## src/fpg_pkg.sv

```systemverilog
`default_nettype none

package fpg_pkg;

  // ----------------------------------------------------------------------------
  // Widths
  // ----------------------------------------------------------------------------
  localparam int unsigned REG_W   = 16;
  localparam int unsigned CNT_W   = 32;
  localparam int unsigned ADDR_W  = 4;
  localparam int unsigned NUM_REG = 6;
  localparam int unsigned IDX_W   = 3;

  // ----------------------------------------------------------------------------
  // Register offsets and reset value
  // ----------------------------------------------------------------------------
  localparam logic [ADDR_W-1:0] OFS_CONTROL_LOW          = 4'h0;
  localparam logic [ADDR_W-1:0] OFS_CONTROL_HIGH         = 4'h2;
  localparam logic [ADDR_W-1:0] OFS_PERIOD_DIVISOR_LOW   = 4'h4;
  localparam logic [ADDR_W-1:0] OFS_PERIOD_DIVISOR_HIGH  = 4'h6;
  localparam logic [ADDR_W-1:0] OFS_HIGH_TIME_LOW        = 4'h8;
  localparam logic [ADDR_W-1:0] OFS_HIGH_TIME_HIGH       = 4'hA;
  localparam logic [REG_W-1:0]  REG_RESET                = 16'h0000;

  // Index of each register in the register array (offset divided by two).
  localparam logic [IDX_W-1:0]  IDX_CONTROL_LOW          = 3'h0;
  localparam logic [IDX_W-1:0]  IDX_PERIOD_DIVISOR_LOW   = 3'h2;
  localparam logic [IDX_W-1:0]  IDX_PERIOD_DIVISOR_HIGH  = 3'h3;
  localparam logic [IDX_W-1:0]  IDX_HIGH_TIME_LOW        = 3'h4;
  localparam logic [IDX_W-1:0]  IDX_HIGH_TIME_HIGH       = 3'h5;

  // ----------------------------------------------------------------------------
  // Control field layout and source codes
  // ----------------------------------------------------------------------------
  localparam int unsigned CTRL_ENABLE_BIT = 2;
  localparam int unsigned CTRL_SRC_HI     = 1;
  localparam int unsigned CTRL_SRC_LO     = 0;
  localparam logic [1:0]  SRC_EXTERNAL    = 2'h2;
  localparam logic [1:0]  SRC_INTERNAL    = 2'h3;

endpackage : fpg_pkg

`default_nettype wire

```

## src/fpg_core_if.sv

```systemverilog
`timescale 1ns/100ps
`default_nettype none

interface fpg_core_if;
  logic                        enable;
  logic                        frame_pulse;
  logic [fpg_pkg::CNT_W-1:0]   period;
  logic [fpg_pkg::CNT_W-1:0]   high_time;
  logic                        modulator_out;
  logic                        running;

  modport ctrl (output enable, output frame_pulse, output period, output high_time,
                input modulator_out, input running);
  modport core (input enable, input frame_pulse, input period, input high_time,
                output modulator_out, output running);
endinterface : fpg_core_if

`default_nettype wire

```

## src/fpg_top.sv

```systemverilog
// Overview of operation
// - Period divider is a 32-bit counter; slowest output is clock over two to 32.
// - High-time counter is 32 bits wide, covering the full 32-bit range.
// - Every frame-sync pulse restarts the period counter at zero while the modulator is enabled.
// - Counters start running on a detected falling edge of frame sync.
// - Period and high time are copied from registers only at frame sync.
// - Programmed period value N gives an output period of N+1 cycles.
// - High-time counter advances once per fabric clock cycle in each period.
// - Modulator output is high for high-time cycles, then low for the rest.
// - Modulator can be disabled to save power.
// - Output pin driven by modulator, external input or constant high.
// - Source code 10 is external, 11 is modulator, 0X forces high.
// - Control bit 2 enables the modulator when set, disables when clear.
// - Upper control register has no function; writing zero changes nothing.
// - Registers use 16-bit write and read data and a 4-bit address.
// - Period and high-time counters run on the fabric clock.
// - Register writes are timed by the separate register clock.
// - Low reset input resets the whole block.
// - Read strobe returns the 16-bit addressed register on read data.
// - Ready high when the next transfer may start; master waits for it.
// - Period divisor low half at offset 4, high half at offset 6.
// - High time low half at offset 8, high half at offset A.

`timescale 1ns/100ps
`default_nettype none

module fpg_top (
  input  wire logic                         clock,
  input  wire logic                         rst_b,
  input  wire logic                         reg_clock_in,
  input  wire logic                         block_select_in,
  input  wire logic                         reg_read_strobe_in,
  input  wire logic                         reg_write_strobe_in,
  input  wire logic [fpg_pkg::ADDR_W-1:0]   reg_address_in,
  input  wire logic [fpg_pkg::REG_W-1:0]    reg_write_data_in,
  input  wire logic                         frame_sync_in,
  input  wire logic                         external_pwm_in,
  output logic      [fpg_pkg::REG_W-1:0]    reg_read_data_out,
  output logic                              transfer_ready_out,
  output logic                              pwm_out
);

  // ----------------------------------------------------------------------------
  // Types
  // ----------------------------------------------------------------------------
  localparam int unsigned BUS_W = 4 + fpg_pkg::ADDR_W + fpg_pkg::REG_W;

  typedef struct packed {
    logic                       reg_clock;
    logic                       select;
    logic                       read_strobe;
    logic                       write_strobe;
    logic [fpg_pkg::ADDR_W-1:0] address;
    logic [fpg_pkg::REG_W-1:0]  write_data;
  } fpg_bus_t;

  typedef struct packed {
    logic                       valid;
    logic [fpg_pkg::IDX_W-1:0]  index;
  } fpg_decode_t;

  typedef struct packed {
    logic [fpg_pkg::NUM_REG-1:0][fpg_pkg::REG_W-1:0] regs;
    logic                                            reg_clock_prev;
    logic                                            frame_sync_prev;
    logic                                            frame_pulse;
    logic                                            ready;
    logic [fpg_pkg::REG_W-1:0]                       read_data;
    logic                                            pwm;
  } fpg_top_state_t;

  // ----------------------------------------------------------------------------
  // Address decoding
  // ----------------------------------------------------------------------------
  // Only even offsets up to the last register are mapped; anything else is
  // refused so that a stray access cannot alias onto a live register.
  function automatic fpg_decode_t decode_address(input logic [fpg_pkg::ADDR_W-1:0] addr);
    fpg_decode_t result;
    result.index = addr[fpg_pkg::ADDR_W-1:1];
    result.valid = !addr[0] && (addr <= fpg_pkg::OFS_HIGH_TIME_HIGH);
    return result;
  endfunction

  // ----------------------------------------------------------------------------
  // Input synchronisers
  // ----------------------------------------------------------------------------
  fpg_bus_t                 bus_raw;
  fpg_bus_t                 bus_sync;
  logic [BUS_W-1:0]         bus_sync_bits;
  logic [1:0]               pin_sync_bits;
  logic                     frame_sync_s;
  logic                     external_pwm_s;

  assign bus_raw.reg_clock    = reg_clock_in;
  assign bus_raw.select       = block_select_in;
  assign bus_raw.read_strobe  = reg_read_strobe_in;
  assign bus_raw.write_strobe = reg_write_strobe_in;
  assign bus_raw.address      = reg_address_in;
  assign bus_raw.write_data   = reg_write_data_in;

  // The register clock is sampled as data, so the whole bus crosses together
  // through the same two stages. The register clock must run well below the
  // fabric clock (at most a quarter) so address and data are steady at the edge.
  fpg_sync #(
    .WIDTH    (BUS_W)
  ) u_bus_sync (
    .clock    (clock),
    .rst_b    (rst_b),
    .async_in (bus_raw),
    .sync_out (bus_sync_bits)
  );

  assign bus_sync = fpg_bus_t'(bus_sync_bits);

  fpg_sync #(
    .WIDTH    (2)
  ) u_pin_sync (
    .clock    (clock),
    .rst_b    (rst_b),
    .async_in ({frame_sync_in, external_pwm_in}),
    .sync_out (pin_sync_bits)
  );

  assign frame_sync_s   = pin_sync_bits[1];
  assign external_pwm_s = pin_sync_bits[0];

  // ----------------------------------------------------------------------------
  // Counter core
  // ----------------------------------------------------------------------------
  fpg_core_if core_bus ();

  fpg_counter_core u_core (
    .clock    (clock),
    .rst_b    (rst_b),
    .core_bus (core_bus)
  );

  // ----------------------------------------------------------------------------
  // State
  // ----------------------------------------------------------------------------
  fpg_top_state_t state_q;
  fpg_top_state_t state_d;
  fpg_decode_t    decoded;
  logic           reg_clock_rise;
  logic           access;
  logic           do_write;
  logic           do_read;
  logic [1:0]     source_select;

  assign decoded        = decode_address(bus_sync.address);
  assign reg_clock_rise = bus_sync.reg_clock && !state_q.reg_clock_prev;
  assign access         = reg_clock_rise && bus_sync.select && state_q.ready &&
                          (bus_sync.read_strobe || bus_sync.write_strobe);
  assign do_write       = access && bus_sync.write_strobe && decoded.valid;
  assign do_read        = access && bus_sync.read_strobe;
  assign source_select  = state_q.regs[fpg_pkg::IDX_CONTROL_LOW][fpg_pkg::CTRL_SRC_HI:fpg_pkg::CTRL_SRC_LO];

  // ----------------------------------------------------------------------------
  // Next state
  // ----------------------------------------------------------------------------
  always_comb begin
    state_d                 = state_q;
    state_d.reg_clock_prev  = bus_sync.reg_clock;
    state_d.frame_sync_prev = frame_sync_s;

    // A falling edge of frame sync marks the frame boundary.
    state_d.frame_pulse = state_q.frame_sync_prev && !frame_sync_s;

    // Register writes land only on a register clock edge. A write and a read
    // in the same transfer both act; the read returns the old value.
    if (do_write) begin
      state_d.regs[decoded.index] = bus_sync.write_data;
    end

    if (do_read) begin
      if (decoded.valid) begin
        state_d.read_data = state_q.regs[decoded.index];
      end else begin
        state_d.read_data = fpg_pkg::REG_RESET;
      end
    end

    // Ready drops once a transfer is taken and comes back when the master
    // has released both strobes, so one strobe never acts twice.
    if (access) begin
      state_d.ready = 1'b0;
    end else if (!bus_sync.read_strobe && !bus_sync.write_strobe) begin
      state_d.ready = 1'b1;
    end

    // Output switch.
    case (source_select)
      fpg_pkg::SRC_EXTERNAL: begin
        state_d.pwm = external_pwm_s;
      end
      fpg_pkg::SRC_INTERNAL: begin
        state_d.pwm = core_bus.modulator_out;
      end
      default: begin
        state_d.pwm = 1'b1;
      end
    endcase
  end

  // ----------------------------------------------------------------------------
  // Registers
  // ----------------------------------------------------------------------------
  always_ff @(posedge clock or negedge rst_b) begin
    if (!rst_b) begin
      state_q       <= '0;
      state_q.ready <= 1'b1;
    end else begin
      state_q <= state_d;
    end
  end

  // ----------------------------------------------------------------------------
  // Core hookup and outputs
  // ----------------------------------------------------------------------------
  assign core_bus.enable      = state_q.regs[fpg_pkg::IDX_CONTROL_LOW][fpg_pkg::CTRL_ENABLE_BIT];
  assign core_bus.frame_pulse = state_q.frame_pulse;
  assign core_bus.period      = {state_q.regs[fpg_pkg::IDX_PERIOD_DIVISOR_HIGH],
                                 state_q.regs[fpg_pkg::IDX_PERIOD_DIVISOR_LOW]};
  assign core_bus.high_time   = {state_q.regs[fpg_pkg::IDX_HIGH_TIME_HIGH],
                                 state_q.regs[fpg_pkg::IDX_HIGH_TIME_LOW]};

  assign reg_read_data_out  = state_q.read_data;
  assign transfer_ready_out = state_q.ready;
  assign pwm_out            = state_q.pwm;

endmodule // fpg_top

`default_nettype wire

```

## src/fpg_sync.sv

```systemverilog
`timescale 1ns/100ps
`default_nettype none

module fpg_sync #(
  parameter int unsigned WIDTH = 1
) (
  input  wire logic             clock,
  input  wire logic             rst_b,
  input  wire logic [WIDTH-1:0] async_in,
  output logic      [WIDTH-1:0] sync_out
);

  typedef struct packed {
    logic [WIDTH-1:0] stage1;
    logic [WIDTH-1:0] stage2;
  } fpg_sync_state_t;

  fpg_sync_state_t state_q;
  fpg_sync_state_t state_d;

  // The first stage feeds only the second; nothing else may look at it.
  always_comb begin
    state_d.stage1 = async_in;
    state_d.stage2 = state_q.stage1;
  end

  always_ff @(posedge clock or negedge rst_b) begin
    if (!rst_b) begin
      state_q <= '0;
    end else begin
      state_q <= state_d;
    end
  end

  assign sync_out = state_q.stage2;

endmodule // fpg_sync

`default_nettype wire

```

## src/fpg_counter_core.sv

```systemverilog
`timescale 1ns/100ps
`default_nettype none

module fpg_counter_core (
  input  wire logic  clock,
  input  wire logic  rst_b,
  fpg_core_if.core   core_bus
);

  typedef struct packed {
    logic [fpg_pkg::CNT_W-1:0] count;
    logic [fpg_pkg::CNT_W-1:0] period;
    logic [fpg_pkg::CNT_W-1:0] high_time;
    logic                      running;
    logic                      modulator;
  } fpg_core_state_t;

  fpg_core_state_t state_q;
  fpg_core_state_t state_d;

  always_comb begin
    state_d = state_q;
    if (!core_bus.enable) begin
      // Idle counters do not toggle, which is where the power saving comes from.
      state_d.running = 1'b0;
      state_d.count   = '0;
    end else if (core_bus.frame_pulse) begin
      state_d.period    = core_bus.period;
      state_d.high_time = core_bus.high_time;
      state_d.count     = '0;
      state_d.running   = 1'b1;
    end else if (state_q.running) begin
      if (state_q.count == state_q.period) begin
        state_d.count = '0;
      end else begin
        state_d.count = state_q.count + 32'h0000_0001;
      end
    end
    state_d.modulator = state_d.running && (state_d.count < state_d.high_time);
  end

  always_ff @(posedge clock or negedge rst_b) begin
    if (!rst_b) begin
      state_q <= '0;
    end else begin
      state_q <= state_d;
    end
  end

  assign core_bus.modulator_out = state_q.modulator;
  assign core_bus.running       = state_q.running;

endmodule // fpg_counter_core

`default_nettype wire

```

## config.mk

```make
export PLATFORM = sky130hd
export DESIGN_NAME = fpg_top
export DESIGN_NICKNAME = d
export VERILOG_FILES = /design/src/fpg_pkg.sv /design/src/fpg_core_if.sv /design/src/fpg_top.sv /design/src/fpg_sync.sv /design/src/fpg_counter_core.sv
export SDC_FILE = /design/constraint.sdc
export NUM_CORES = 1
export LEC_CHECK = 0
export ABC_AREA = 1
export BUFFER_PORTS_ARGS = -buffer_cell sky130_fd_sc_hd__buf_4
export CORE_ASPECT_RATIO = 0.8
export CORE_MARGIN = 2
export CORE_UTILIZATION = 55
export CTS_CLUSTER_DIAMETER = 80
export CTS_CLUSTER_SIZE = 12
export DETAILED_ROUTE_END_ITERATION = 16
export PLACE_DENSITY = 0.75
export SYNTH_ARGS = -nofsm -noshare
export SYNTH_HDL_FRONTEND = slang
export SYNTH_SLANG_ARGS = --single-unit
```

## constraint.sdc

```tcl
create_clock -name clock -period 4.5 [get_ports clock]
set_clock_uncertainty 0.1 [all_clocks]
set_input_delay 0.225 -clock clock [delete_from_list [all_inputs] [get_ports clock]]
set_output_delay 0.225 -clock clock [all_outputs]
set_load 0.01 [all_outputs]
```

==> metrics.log <==
INFO  metric grtUsageTotal = 27.04%
INFO  metric netlist.top_cell.by_area = dfrtp_1
INFO  metric row_count = 48
INFO  metric ctsLongestPathBuffers = 3
INFO  metric critical_path_peak_fanout = 11
INFO  metric core = ~21000 µm²
INFO  metric first_iter_violations = roughly 1000
INFO  metric hp-class = in2async
INFO  metric postSynthNetCount = approximately 1400
INFO  metric initial_core_util = 55.65%
INFO  metric hold_viol = 0
INFO  metric cts_tree = built
INFO  metric finish.net_count = 1422
INFO  metric rsz0062_at_grt = false
INFO  metric mappedNetlistArea = ~12000 µm²
INFO  metric detail_route.wirelength = roughly 30000 µm
INFO  metric ys_top_cells_by_count = 358 x nand2_1, 266 x dfrtp_1, 152 x o21ai_0
INFO  metric via_per_inst = between 5 and 6
INFO  metric post_placement_worst_setup_slack = between 0.9 and 1 ns
INFO  metric num_io_pins = between 40 and 50
INFO  metric largest_net_degree_at_the_start_of_global_routing = between 100 and 150
INFO  metric cap_viol_max_count = 0
INFO  metric share_of_final_layout_standard_cells_stronger_than_drive_strength_1 = between 10% and 20%
INFO  metric sequentialPowerShare = 50.6%
INFO  metric p_int = approximately 3.9 mW
INFO  metric tightestPinTransition = between 1 and 1.5 ns
INFO  metric synth.distinct_cells = 39
INFO  metric synth-main-ff-cell = dfrtp_1
INFO  metric detail-route-antenna-nets = 0
INFO  metric worstReg2RegStart = u_core.core_bus.running
INFO  metric synth_top_area_share = between 50% and 60%
INFO  metric netSwitchingPower = around 1.5 mW
INFO  metric synth.top_cells.by_area = dfrtp_1 56%, nand2_1 11%, o21ai_0 6.4%, inv_1 4.2%, ha_1 3.4%
INFO  metric reg2reg_slack = approximately 0.9 ns
INFO  metric postSynthCellCount = approximately 1300
INFO  metric sw_frac_of_total = ~27%
INFO  metric clock_network_latency_to_the_later_pin_of_the_worst_skew_pair = between 0.5 and 0.6 ns
INFO  metric cts.sink_count = 267
INFO  metric power.share.clock = 35.6%
INFO  metric post_synthesis_average_cell_area = between 9 and 10 µm²
INFO  metric num_cts_buffers = 26
INFO  metric vdd_drop_max = ~0.33 mV
INFO  metric crit_path_end_kind = register
INFO  metric grt_busiest_layer = met1
INFO  metric timing.critical_path.from_type = register
INFO  metric root_cell_of_the_clock_tree = clkbuf_16
INFO  metric first_pass_grt_wire_length = ~48000 µm
INFO  metric max_slew_margin = between 20% and 30%
INFO  metric synth-edff-count = 0
INFO  metric antenna_cells_inserted = 0
INFO  metric detailed_place.area = 12450 µm²
INFO  metric htree_levels = 1
INFO  metric die_area = 22900 µm²
INFO  metric drt-pass1-iter-count = 5
INFO  metric synth.ff_latch_count = between 200 and 300
INFO  metric cp.arrival = around 3.9 ns
INFO  metric outcome = finished clean
INFO  metric first_global_vias = between 8000 and 9000
INFO  metric finalSetupViolCount = 0
INFO  metric drcViolationCount = 0
INFO  metric timing.setup.critical_path_class = reg2reg
INFO  metric die-height = ~140 µm
INFO  metric grt_remaining_overflow = 0
INFO  metric clk_pin_slew = about 0.070 ns
INFO  metric port_buffers = 45
INFO  metric dp_hpwl = around 21000 µm
INFO  metric gr-usage-met2 = about 40%
INFO  metric setup_ws_final = between 0.8 and 0.9 ns
INFO  metric die_wd = about 170 µm
INFO  metric ys_seq_area_share = 56.00%
INFO  metric global_route.usage.met3 = between 5 and 6%
INFO  metric ys_async_sr_fraction = 100.0%
INFO  metric r2r_end = u_core.core_bus.modulator_out
INFO  metric ff2ff_path_depth = 17
INFO  metric critPathRequiredTime = between 4 and 5 ns
INFO  metric period_minus_slack = between 3 and 4 ns
INFO  metric fin_tns_setup = 0 ns
INFO  metric final-max-slew-violation-count = 0
INFO  metric avgRoutedWirePerCell = 18.25 µm
INFO  metric final.period_utilization = 80.01%
INFO  metric yosys_warns = 0
INFO  metric max_freq = ~280 MHz
INFO  metric logic_gate_share_of_total_power = between 10% and 20%
INFO  metric use_met1 = about two fifths
INFO  metric vias = around 9200
INFO  metric antenna_violations_before_repair = 1
INFO  metric layout.cell_area.non_filler = 13430 µm²
INFO  metric gp_congestion = 0.9335
INFO  metric yosys.cell_count.top_type = nand2_1
INFO  metric static-leakage-power = between 6 and 7 nW
INFO  metric powerDensity = 401.7 nW/µm²
INFO  metric fillers = between 1500 and 2000
INFO  metric synthToLayoutAreaGrowth = 12.56%
-- cell type report --
type / count / area [µm²] / share of cell area, %
Clock inverter: 2 / 27.53 / 0.2049
Inverter: 136 / 510.5 / 3.801
Clock buffer: 35 / 684.4 / 5.095
Timing Repair Buffer: 95 / 788.3 / 5.869
Multi-Input combinational cell: 836 / 4394 / 32.72
Tap cell: 275 / 344.1 / 2.562
Sequential cell: 267 / 6683 / 49.75
-- what timing repair did --
item	in CTS	in global routing
setup buffers	0	0
hold buffers	27	0
endpoints found under the hold margin	139	0
gates resized for setup	0	0
-- routing by layer --
metal	up-vias	wire, µm
met5	-	13
met4	2	933
met3	72	2656
met2	416	13100
met1	4401	13330
li1	4329	-
-- logic make-up after synthesis --
kind of cell | after synthesis | share of synthesized area, %
DFF | 267 | 56.00
muxes | 21 | 1.982
and+or+nand+nor | 520 | 18.58
xor gates and xnor gates | 31 | 2.275
buffers and inverters | 207 | 7.235
adders and majority gates | 32 | 3.355
AOI/OAI and AO/OA | 232 | 10.57
-- power groups by stage --
stage / logic, mW / registers [mW] / clock network [mW]
3_5_place_dp: 0.717 / 2.77 / 0
2_1_floorplan: 0.493 / 2.73 / 0
3_3_place_gp: 0.695 / 2.76 / 0
4_1_cts: 0.745 / 2.73 / 1.95
6_report: 0.746 / 2.73 / 1.92
5_1_grt: 0.867 / 2.75 / 2.04
-- cell usage in the layout (no fill, tap or decap), types with 9 or more instances in the layout --
| cell | count |
|---|---|
| a21oi_1 | 51 |
| a311oi_1 | 16 |
| buf_4 | 67 |
| clkbuf_1 | 9 |
| clkbuf_16 | 26 |
| dfrtp_1 | 266 |
| dlygate4sd3_1 | 27 |
| ha_1 | 32 |
| inv_1 | 133 |
| mux2_2 | 21 |
| nand2_1 | 357 |
| nand3_1 | 44 |
| nand4_1 | 13 |
| nor2_1 | 56 |
| nor3_1 | 20 |
| o21ai_0 | 152 |
| xnor2_1 | 21 |
| xor2_1 | 10 |
-- stage by stage --
step           utilization [%]  hold WS (ns)  power, mW  instances
2_1_floorplan                -       -0.1706      3.220       1310
3_3_place_gp             58.06        0.2317      3.458       1582
3_5_place_dp             58.06        0.2347      3.484       1582
4_1_cts                  62.65        0.2230      5.425       1646
5_1_grt                  62.65        0.2402      5.652       1646
6_report                 62.65        0.2388      5.395       1646
-- critical path, stage by stage, from the launching register on --
cell and delay [ns]:
dfrtp_1 0.62, nand3_2 0.21, nor2_4 0.15, nand4_2 0.15, nor3_2 0.26, nand2_2 0.14, nor3_4 0.17, nand4_2 0.16
nor2_4 0.16, nand3_2 0.09, o21ai_1 0.13, a21oi_1 0.08, ha_1 0.29, nand3_1 0.11, nor3_1 0.23, nand4_1 0.15
nor3_1 0.20, a21oi_1 0.10
-- flip-flops by register name, summed over array words and instances, names as in the netlist, 2 cells and up --
signal,flops
reg_read_data_out,16
u_core.state_q,96
u_bus_sync.state_d,24
core_bus.period,32
state_q,31
core_bus.high_time,32
u_pin_sync.state_d,2
source_select,2
u_bus_sync.sync_out,24
u_pin_sync.sync_out,2
-- worst max-delay path by stage --
stage,start,end,slack (ns),cells after the start
6_report,u_core.core_bus.running,u_core.core_bus.modulator_out,0.90,17
5_1_grt,u_core.state_q[66],u_core.core_bus.modulator_out,0.60,18
4_1_cts,u_core.core_bus.running,u_core.core_bus.modulator_out,0.93,17
3_5_place_dp,u_core.core_bus.running,u_core.core_bus.modulator_out,0.96,17
3_3_place_gp,u_core.core_bus.running,u_core.core_bus.modulator_out,1.16,17
2_1_floorplan,u_core.state_q[66],u_core.core_bus.modulator_out,1.52,18
(Power assumes the default switching activity.)
